--- config.mk ---
export PLATFORM = sky130hd
export DESIGN_NAME = mpc_config_regs
export DESIGN_NICKNAME = d
export VERILOG_FILES = /design/src/design/mpc_pkg.sv /design/src/design/mpc_tach_gen.sv /design/src/design/mpc_config_regs.sv
export SDC_FILE = /design/constraint.sdc
export NUM_CORES = 1
export LEC_CHECK = 0
export BUFFER_PORTS_ARGS = -buffer_cell sky130_fd_sc_hd__buf_2
export CAP_MARGIN = 15
export CORE_MARGIN = 3
export CORE_UTILIZATION = 60
export DETAILED_ROUTE_END_ITERATION = 10
export PLACE_DENSITY = 0.89
export SLEW_MARGIN = 0
export SYNTH_ARGS = -nofsm -noshare
export SYNTH_HDL_FRONTEND = slang
export SYNTH_HIERARCHICAL = 1
export SYNTH_SLANG_ARGS = --single-unit
--- constraint.sdc ---
create_clock -name clk -period 73.4 [get_ports clk]
set_input_delay 14.68 -clock clk [delete_from_list [all_inputs] [get_ports clk]]
set_output_delay 14.68 -clock clk [all_outputs]
set_load 0.05 [all_outputs]
--- src/design/mpc_pkg.sv ---
/*
 * Constants of the motor parameter configuration bank: register offsets,
 * field positions, reset values, code meanings and timing counts.
 * Assumes a 125 MHz system clock and a two-wire serial register port with
 * 8-bit register pointers and 16-bit data words sent high byte first.
 */
package mpc_pkg;

	// ****************************************************************
	// register offsets
	// ****************************************************************
	localparam logic [7:0] TACH_RES_OFS = 8'h90;
	localparam logic [7:0] CONST_ADV_OFS = 8'h91;
	localparam logic [7:0] START_BRAKE_OFS = 8'h92;

	localparam logic [15:0] TACH_RES_RST = 16'h0000;
	localparam logic [15:0] CONST_ADV_RST = 16'h0000;
	localparam logic [15:0] START_BRAKE_RST = 16'h0000;

	// ****************************************************************
	// field positions of the first register
	// ****************************************************************
	localparam int DITHER_LSB = 14;
	localparam int TACH_SEL_LSB = 12;
	localparam int POLE_DIV_LSB = 8;
	localparam int CYCLE_ADJ_BIT = 7;
	localparam int RES_SHIFT_LSB = 4;
	localparam int RES_MANT_LSB = 0;

	// ****************************************************************
	// field positions of the second register
	// ****************************************************************
	localparam int CONST_RSVD_BIT = 15;
	localparam int KT_SHIFT_LSB = 12;
	localparam int KT_MANT_LSB = 8;
	localparam int ADV_MODE_BIT = 7;
	localparam int ADV_SHIFT_LSB = 4;
	localparam int ADV_MANT_LSB = 0;
	localparam logic [15:0] CONST_ADV_WMASK = 16'h7FFF;

	// ****************************************************************
	// code meanings
	// ****************************************************************
	localparam logic [1:0] TACH_ALWAYS = 2'h0;
	localparam logic [1:0] TACH_CLOSED_DLY = 2'h1;
	localparam logic [1:0] TACH_FIRST_OPEN = 2'h2;
	localparam logic [4:0] DITHER_PCT_0 = 5'h00;
	localparam logic [4:0] DITHER_PCT_1 = 5'h05;
	localparam logic [4:0] DITHER_PCT_2 = 5'h0A;
	localparam logic [4:0] DITHER_PCT_3 = 5'h0F;

	// ****************************************************************
	// timing
	// ****************************************************************
	localparam int CLK_KHZ = 125000;
	localparam int TACH_DELAY_MS = 280;
	localparam int TACH_DELAY_CYCLES = TACH_DELAY_MS * CLK_KHZ;

	// ****************************************************************
	// serial port
	// ****************************************************************
	localparam logic [6:0] DEV_ADDR_DEFAULT = 7'h52;

	typedef enum logic [3:0] {
		MPC_IDLE,
		MPC_ADDR,
		MPC_ADDR_ACK,
		MPC_PTR,
		MPC_PTR_ACK,
		MPC_WR_DATA,
		MPC_WR_ACK,
		MPC_RD_DATA,
		MPC_RD_ACK
	} mpc_state_t;

endpackage

--- src/design/mpc_tach_gen.sv ---
/*
 * Tach output generator: divides the electrical phase signal by the pole
 * divider plus one and gates the result by the open-loop select code.
 * Assumes elec_phase, closed_loop and first_openloop are synchronous.
 */
`timescale 1ns/1ps
`default_nettype none
module mpc_tach_gen #(
	parameter int DELAY_CYCLES = mpc_pkg::TACH_DELAY_CYCLES
) (
	input wire logic clk,
	input wire logic sys_rst,
	input wire logic elec_phase,
	input wire logic closed_loop,
	input wire logic first_openloop,
	input wire logic [1:0] tach_openloop_select,
	input wire logic [3:0] tach_pole_divider,
	output logic tach_output
);
	localparam int CW = $clog2(DELAY_CYCLES + 1);

	logic elec_q;
	logic [3:0] edge_cnt;
	logic [CW-1:0] dly_cnt;
	logic dly_done;
	logic enable;
	logic elec_edge;

	// ****************************************************************
	// closed-loop delay and gating
	// ****************************************************************
	assign dly_done = (dly_cnt == CW'(DELAY_CYCLES));
	assign elec_edge = elec_phase ^ elec_q;

	// count time spent in closed loop, restart on leaving it
	always_ff @(posedge clk) begin
		if (sys_rst || !closed_loop) begin
			dly_cnt <= '0;
		end else if (!dly_done) begin
			dly_cnt <= dly_cnt + CW'(1);
		end
	end

	// choose the phases in which the tach pin runs
	always_comb begin
		case (tach_openloop_select)
			mpc_pkg::TACH_ALWAYS: enable = 1'b1;
			mpc_pkg::TACH_CLOSED_DLY: enable = closed_loop && dly_done;
			mpc_pkg::TACH_FIRST_OPEN: enable = closed_loop || first_openloop;
			default: enable = 1'b0; // reserved code keeps the pin quiet
		endcase
	end

	// ****************************************************************
	// divider
	// ****************************************************************
	// toggle after divider+1 phase edges so the rate is divided by n+1
	always_ff @(posedge clk) begin
		if (sys_rst) begin
			elec_q <= 1'b0;
			edge_cnt <= 4'h0;
			tach_output <= 1'b0;
		end else begin
			elec_q <= elec_phase;
			if (!enable) begin
				edge_cnt <= 4'h0;
				tach_output <= 1'b0;
			end else if (elec_edge) begin
				if (edge_cnt >= tach_pole_divider) begin
					edge_cnt <= 4'h0;
					tach_output <= ~tach_output;
				end else begin
					edge_cnt <= edge_cnt + 4'h1;
				end
			end
		end
	end
endmodule // mpc_tach_gen
`default_nettype wire

--- src/design/mpc_config_regs.sv ---
/*
 * Motor parameter configuration bank with its two-wire serial register
 * port, decoded fields for the motor control core and the tach output.
 * Assumes scl and sda_in are already synchronous to clk, and that the
 * pad combines sda_oe with a low drive level into the open-drain wire.
 */
`timescale 1ns/1ps
`default_nettype none
module mpc_config_regs #(
	parameter logic [6:0] DEV_ADDR = mpc_pkg::DEV_ADDR_DEFAULT,
	parameter int TACH_DELAY_CYCLES = mpc_pkg::TACH_DELAY_CYCLES,
	parameter int VW = 10
) (
	input wire logic clk,
	input wire logic sys_rst,
	input wire logic scl,
	input wire logic sda_in,
	output logic sda_out,
	output logic sda_oe,
	input wire logic shadow_select,
	input wire logic [15:0] nv_tach_res,
	input wire logic [15:0] nv_const_adv,
	input wire logic [15:0] nv_start_brake,
	input wire logic elec_phase,
	input wire logic closed_loop,
	input wire logic first_openloop,
	input wire logic [VW-1:0] bemf_voltage,
	input wire logic [VW-1:0] supply_voltage,
	output logic tach_output,
	output logic [1:0] spread_dither_select,
	output logic [4:0] dither_span_pct,
	output logic cycle_adjust_select,
	output logic [10:0] phase_res_code,
	output logic [10:0] bemf_const_code,
	output logic advance_mode,
	output logic [10:0] advance_time,
	output logic [15:0] startup_brake_setup_out
);
	generate
		if (TACH_DELAY_CYCLES < 1 || VW < 2) begin : g_bad
			$error("mpc_config_regs: parameter out of range");
		end
	endgenerate

	logic [15:0] tach_resistance_setup;
	logic [15:0] motor_constant_advance_setup;
	logic [15:0] startup_brake_setup;
	logic [15:0] op_tach_res;
	logic [15:0] op_const_adv;
	logic [15:0] op_start_brake;

	mpc_pkg::mpc_state_t state;
	logic scl_q;
	logic sda_q;
	logic scl_rise;
	logic scl_fall;
	logic start_seen;
	logic stop_seen;
	logic [7:0] shifter;
	logic [7:0] tx;
	logic [2:0] bit_cnt;
	logic byte_done;
	logic rw;
	logic hi_byte;
	logic nack;
	logic [7:0] ptr;
	logic [7:0] hold_hi;
	logic wr_stb;
	logic [15:0] wr_word;
	logic ack_phase;

	// ****************************************************************
	// read decode
	// ****************************************************************
	// reads always show the host-written copy, unmapped reads zero
	function automatic logic [7:0] rd_byte(input logic [7:0] a, logic hi);
		logic [15:0] w;
		w = 16'h0000;
		case (a)
			mpc_pkg::TACH_RES_OFS: w = tach_resistance_setup;
			mpc_pkg::CONST_ADV_OFS: w = motor_constant_advance_setup;
			mpc_pkg::START_BRAKE_OFS: w = startup_brake_setup;
			default: w = 16'h0000;
		endcase
		return hi ? w[15:8] : w[7:0];
	endfunction

	// ****************************************************************
	// bus line conditions
	// ****************************************************************
	assign scl_rise = scl && !scl_q;
	assign scl_fall = !scl && scl_q;
	assign start_seen = scl && scl_q && sda_q && !sda_in;
	assign stop_seen = scl && scl_q && !sda_q && sda_in;
	assign sda_out = 1'b0;
	assign ack_phase = state inside {mpc_pkg::MPC_ADDR_ACK,
		mpc_pkg::MPC_PTR_ACK, mpc_pkg::MPC_WR_ACK, mpc_pkg::MPC_RD_ACK};

	// open drain: pull low for acknowledges and zero read bits
	always_comb begin
		case (state)
			mpc_pkg::MPC_ADDR_ACK,
			mpc_pkg::MPC_PTR_ACK,
			mpc_pkg::MPC_WR_ACK: sda_oe = 1'b1;
			mpc_pkg::MPC_RD_DATA: sda_oe = !tx[7];
			default: sda_oe = 1'b0;
		endcase
	end

	// previous line levels for edge detection
	always_ff @(posedge clk) begin
		if (sys_rst) begin
			scl_q <= 1'b1;
			sda_q <= 1'b1;
		end else begin
			scl_q <= scl;
			sda_q <= sda_in;
		end
	end

	// ****************************************************************
	// bit and byte framing
	// ****************************************************************
	// receive shifter and bit counter; acknowledge clocks are not counted
	always_ff @(posedge clk) begin
		if (sys_rst || start_seen) begin
			shifter <= 8'h00;
			bit_cnt <= 3'h0;
			byte_done <= 1'b0;
		end else if (scl_rise && !ack_phase) begin
			shifter <= {shifter[6:0], sda_in};
			bit_cnt <= bit_cnt + 3'h1;
			byte_done <= (bit_cnt == 3'h7);
		end else if (scl_fall && byte_done) begin
			byte_done <= 1'b0;
		end
	end

	// ****************************************************************
	// transfer sequencer
	// ****************************************************************
	always_ff @(posedge clk) begin
		if (sys_rst) begin
			state <= mpc_pkg::MPC_IDLE;
			rw <= 1'b0;
			hi_byte <= 1'b1;
			nack <= 1'b0;
			ptr <= 8'h00;
			hold_hi <= 8'h00;
			tx <= 8'hFF;
			wr_stb <= 1'b0;
			wr_word <= 16'h0000;
		end else begin
			wr_stb <= 1'b0;
			if (start_seen) begin
				state <= mpc_pkg::MPC_ADDR;
				hi_byte <= 1'b1;
			end else if (stop_seen) begin
				state <= mpc_pkg::MPC_IDLE;
			end else begin
				case (state)
					mpc_pkg::MPC_IDLE: state <= mpc_pkg::MPC_IDLE;
					mpc_pkg::MPC_ADDR: begin
						if (scl_fall && byte_done) begin
							rw <= shifter[0];
							if (shifter[7:1] == DEV_ADDR) begin
								state <= mpc_pkg::MPC_ADDR_ACK;
							end else begin
								state <= mpc_pkg::MPC_IDLE;
							end
						end
					end
					mpc_pkg::MPC_ADDR_ACK: begin
						if (scl_fall) begin
							if (rw) begin
								tx <= rd_byte(ptr, 1'b1);
								hi_byte <= 1'b1;
								state <= mpc_pkg::MPC_RD_DATA;
							end else begin
								state <= mpc_pkg::MPC_PTR;
							end
						end
					end
					mpc_pkg::MPC_PTR: begin
						if (scl_fall && byte_done) begin
							ptr <= shifter;
							state <= mpc_pkg::MPC_PTR_ACK;
						end
					end
					mpc_pkg::MPC_PTR_ACK: begin
						if (scl_fall) begin
							hi_byte <= 1'b1;
							state <= mpc_pkg::MPC_WR_DATA;
						end
					end
					mpc_pkg::MPC_WR_DATA: begin
						if (scl_fall && byte_done) begin
							if (hi_byte) begin
								hold_hi <= shifter;
							end else begin
								wr_word <= {hold_hi, shifter};
								wr_stb <= 1'b1;
							end
							state <= mpc_pkg::MPC_WR_ACK;
						end
					end
					mpc_pkg::MPC_WR_ACK: begin
						if (scl_fall) begin
							if (!hi_byte) begin
								ptr <= ptr + 8'h01;
							end
							hi_byte <= !hi_byte;
							state <= mpc_pkg::MPC_WR_DATA;
						end
					end
					mpc_pkg::MPC_RD_DATA: begin
						if (scl_fall && byte_done) begin
							tx <= 8'hFF;
							state <= mpc_pkg::MPC_RD_ACK;
						end else if (scl_fall) begin
							tx <= {tx[6:0], 1'b1};
						end
					end
					mpc_pkg::MPC_RD_ACK: begin
						if (scl_rise) begin
							nack <= sda_in;
						end else if (scl_fall) begin
							if (nack) begin
								state <= mpc_pkg::MPC_IDLE;
							end else if (hi_byte) begin
								tx <= rd_byte(ptr, 1'b0);
								hi_byte <= 1'b0;
								state <= mpc_pkg::MPC_RD_DATA;
							end else begin
								tx <= rd_byte(ptr + 8'h01, 1'b1);
								ptr <= ptr + 8'h01;
								hi_byte <= 1'b1;
								state <= mpc_pkg::MPC_RD_DATA;
							end
						end
					end
					default: state <= mpc_pkg::MPC_IDLE;
				endcase
			end
		end
	end

	// ****************************************************************
	// register storage
	// ****************************************************************
	// committed words hold until the next write or reset
	always_ff @(posedge clk) begin
		if (sys_rst) begin
			tach_resistance_setup <= mpc_pkg::TACH_RES_RST;
			motor_constant_advance_setup <= mpc_pkg::CONST_ADV_RST;
			startup_brake_setup <= mpc_pkg::START_BRAKE_RST;
		end else if (wr_stb) begin
			case (ptr)
				mpc_pkg::TACH_RES_OFS: tach_resistance_setup <= wr_word;
				mpc_pkg::CONST_ADV_OFS: motor_constant_advance_setup <= wr_word & mpc_pkg::CONST_ADV_WMASK;
				mpc_pkg::START_BRAKE_OFS: startup_brake_setup <= wr_word;
				default: ;
			endcase
		end
	end

	// ****************************************************************
	// operating values for the motor core
	// ****************************************************************
	// shadow select picks host values over nonvolatile ones
	assign op_tach_res = shadow_select ? tach_resistance_setup : nv_tach_res;
	assign op_const_adv = shadow_select ? motor_constant_advance_setup : (nv_const_adv & mpc_pkg::CONST_ADV_WMASK);
	assign op_start_brake = shadow_select ? startup_brake_setup : nv_start_brake;

	// decoded fields, mantissas shifted by their counts
	always_ff @(posedge clk) begin
		if (sys_rst) begin
			spread_dither_select <= 2'h0;
			dither_span_pct <= mpc_pkg::DITHER_PCT_0;
			cycle_adjust_select <= 1'b0;
			phase_res_code <= 11'h000;
			bemf_const_code <= 11'h000;
			advance_mode <= 1'b0;
			startup_brake_setup_out <= 16'h0000;
		end else begin
			spread_dither_select <= op_tach_res[mpc_pkg::DITHER_LSB +: 2];
			case (op_tach_res[mpc_pkg::DITHER_LSB +: 2])
				2'h0: dither_span_pct <= mpc_pkg::DITHER_PCT_0;
				2'h1: dither_span_pct <= mpc_pkg::DITHER_PCT_1;
				2'h2: dither_span_pct <= mpc_pkg::DITHER_PCT_2;
				default: dither_span_pct <= mpc_pkg::DITHER_PCT_3;
			endcase
			cycle_adjust_select <= op_tach_res[mpc_pkg::CYCLE_ADJ_BIT];
			phase_res_code <= 11'(op_tach_res[mpc_pkg::RES_MANT_LSB +: 4]) << op_tach_res[mpc_pkg::RES_SHIFT_LSB +: 3];
			bemf_const_code <= 11'(op_const_adv[mpc_pkg::KT_MANT_LSB +: 4]) << op_const_adv[mpc_pkg::KT_SHIFT_LSB +: 3];
			advance_mode <= op_const_adv[mpc_pkg::ADV_MODE_BIT];
			startup_brake_setup_out <= op_start_brake;
		end
	end

	// ****************************************************************
	// commutation advance time
	// ****************************************************************
	logic [10:0] adv_base;
	logic [VW+10:0] adv_prod;
	logic [VW+10:0] adv_scaled;

	assign adv_base = 11'(op_const_adv[mpc_pkg::ADV_MANT_LSB +: 4]) << op_const_adv[mpc_pkg::ADV_SHIFT_LSB +: 3];
	assign adv_prod = (VW + 11)'(adv_base) * (VW + 11)'(bemf_voltage);
	assign adv_scaled = adv_prod / (VW + 11)'(supply_voltage);

	// fixed or supply-scaled advance; zero supply keeps the fixed value
	always_ff @(posedge clk) begin
		if (sys_rst) begin
			advance_time <= 11'h000;
		end else if (!op_const_adv[mpc_pkg::ADV_MODE_BIT] || supply_voltage == '0) begin
			advance_time <= adv_base;
		end else if (adv_scaled > (VW + 11)'(11'h7FF)) begin
			advance_time <= 11'h7FF;
		end else begin
			advance_time <= adv_scaled[10:0];
		end
	end

	// ****************************************************************
	// tach output
	// ****************************************************************
	mpc_tach_gen #(
		.DELAY_CYCLES(TACH_DELAY_CYCLES)
	) u_tach (
		.clk(clk),
		.sys_rst(sys_rst),
		.elec_phase(elec_phase),
		.closed_loop(closed_loop),
		.first_openloop(first_openloop),
		.tach_openloop_select(op_tach_res[mpc_pkg::TACH_SEL_LSB +: 2]),
		.tach_pole_divider(op_tach_res[mpc_pkg::POLE_DIV_LSB +: 4]),
		.tach_output(tach_output)
	);
endmodule // mpc_config_regs
`default_nettype wire

==> metrics <==
status=finished clean; Setup CP Type=primary input to flip-flop; DP Wirelength=48,400 µm; Synth area leader=dfxtp_1; Synth top area share=17.0%; largest net degree at the start of global routing=76; clock slew at reported path FFs=0.07 ns; Die ar.=0.0405 mm²; Starting Density=61.6%; drt pass-1 iters=8; slowest cell delay on critical path=0.57 ns; worst slew pin tran=1.13 ns; DRC viols=0; H-tree Lvls=4; asr flop ratio synth=0%; Syn Inst Count=2,962; Layout Utilization=66.1%; WL final=62,600 µm; Critical Path Most Common Cell=o21a_1; NumNets Final=3,394; Final min period=69.22 ns; CP Data Required Time=73.70 ns; IO Pins=137; vias in the first global route=22.3k; clock tree sinks=194; CTS tree=done; CTS Buf Count=17; area of the mapped netlist=0.0229 mm²; Slew HR=24.2%; total number of vias=22.7k; Post-synth EDFFs=0; Critical Path Fanout Max=67; first-pass GRT wire length=104,000 µm; Critical Path Slowest Stage Cell=or3b_2; FILL cells=3,048; Final Max Slew Viols=0; DR WL/cell=17.7 µm; ranking of synthesized cells by area=dfxtp_1 (17%), ha_1 (13%), fa_1 (6.1%), nand2_1 (5.8%), a21oi_1 (5.0%); Synth cell types=118; Fmax=14.4 MHz; layout cells sized above 1=10.9%; clk buf depth=2; RD Place Congestion=0.957; worst skew pair latency=0.44 ns; dpl cell area=0.0238 mm²; num rows=70; Die W=201 µm; 1st-iter DRT viols=1,957; final instance area=0.0245 mm²; post-route setup TNS=0 ns; Setup crit end kind=flip-flop; Worst Hold Slack=0.460 ns; Seq/Total Area, Yosys=17.0%; Core Area=0.0371 mm²; Main synth FF type=dfxtp_1; Worst Path Arrival=69.52 ns; clock root buffer=clkbuf_16; antenna-violating nets left=0; Max Cap Violations=0; WP buf/inv=24; final setup fails=0; count of final hold-check violations=0; crit start category=primary input; hold crit path type=flip-flop to flip-flop; Ys Warns=6; Tcrit/Tclk final=94.3%; GRT Util Overall=29.7%; skew final=0.0140 ns; Die Span Y=201 µm; PortBufs=133; Layout area overhead=7.22%; #FFs+latches synth=194; Hold-fix buffers, CTS=0; grt total ovfl=0; via/cell ratio=6.44; syn avg cell area=7.73 µm²; antenna violations before repair=3; Worst path top cell family by delay=compound AO/OA/AOI/OAI gates
cells in the mapped netlist, types with 13 or more instances:
cell	number
xnor2_1	56
a21o_1	47
dfxtp_1	194
nand4_1	28
mux2i_1	84
o31ai_1	55
nor2b_1	44
ha_1	237
a211oi_1	20
a31oi_1	26
a21boi_0	13
xor2_1	43
a22oi_1	13
or4_1	17
a211o_1	13
mux2_2	47
a221oi_1	13
nand2b_1	49
or2_2	21
and3_1	14
nor2_1	242
and2_1	92
or3_1	32
nor4_1	14
o21ai_0	116
a21oi_1	227
fa_1	70
o21a_1	88
nand2_1	355
clkbuf_1	95
inv_1	148
o211ai_1	27
nand3_1	51
nor3_1	111
layout by cell type (no fill, tap or decap), types with 88 or more instances in the layout:
master and instances:
o21ai_0 116, nor2_1 238, o21a_1 88, nor3_1 110
a21oi_1 226, nand2_1 354, inv_1 147, dfxtp_1 194
and2_1 92, ha_1 237, buf_2 132
cell type report:
class	instances	area [µm²]	share of cell area (%)
sequential	194	3880	15.8
antenna	4	10.0	0.0408
clock buffer	22	464	1.89
multi-input combinational	2490	18000	73.2
timing repair buffer	158	862	3.51
clock inverter	10	148	0.602
tap	504	631	2.57
inverter	150	567	2.31
kinds of logic (layout without fill, tap and decap cells):
group                      count (synthesis)  in the layout  share of synthesized area, %
adders and majority gates                307            307                          19.1
other                                      1              6                        0.0164
xor gates and xnor gates                 100            100                          3.89
DFF                                      194            194                          17.0
muxes                                    132            132                          6.04
buffers and inverters                    279            340                          4.91
and+or+nand+nor                         1142           1142                          25.0
AOI/OAI and AO/OA                        807            807                          24.1
flip-flops by register name (all words and copies together), names as in the netlist, 4 cells and up:
name	cells
hold_hi	8
advance_time	11
u_tach/edge_cnt	4
ptr	8
tach_resistance_setup	16
wr_word	16
motor_constant_advance_setup	15
phase_res_code	11
u_tach/dly_cnt	26
startup_brake_setup	16
tx	8
bemf_const_code	11
startup_brake_setup_out	16
shifter	8
state	4
final timing paths:
kind / from / end / slack (ns) / cells after the start
worst min-delay path: tx[3] / tx[3] / 0.46 / 1
worst max-delay path: shadow_select / advance_time[0] / 4.18 / 252
worst min register to register: tx[3] / tx[3] / 0.46 / 1
worst max register to register: motor_constant_advance_setup[4] / advance_time[0] / 18.51 / 248
stage by stage:
stage	worst slack (ns)	instances
2_1_floorplan	9.88	2963
6_report	4.18	3532
4_1_cts	2.99	3521
3_5_place_dp	2.69	3489
5_1_grt	-0.0396	3530
3_3_place_gp	4.55	3489
layer usage:
| metal | GRT usage (%) | share of wire (%) |
|---|---|---|
| met1 | 36.3 | 42 |
| met3 | 3.85 | 6.8 |
| met5 | 0 | 0.021 |
| met4 | 12.7 | 3.5 |
| met2 | 52.5 | 48 |
what timing repair did:
action | 4_1_cts | 5_1_grt
setup buffers | 0 | 6
gates resized for setup | 0 | 22
endpoints found under the setup margin | 0 | 2
endpoints found under the hold margin | 0 | 0
Power is left out: the tool's default activity adds up to more than one toggle a clock period on the data nets, which glitch-free logic cannot reach.
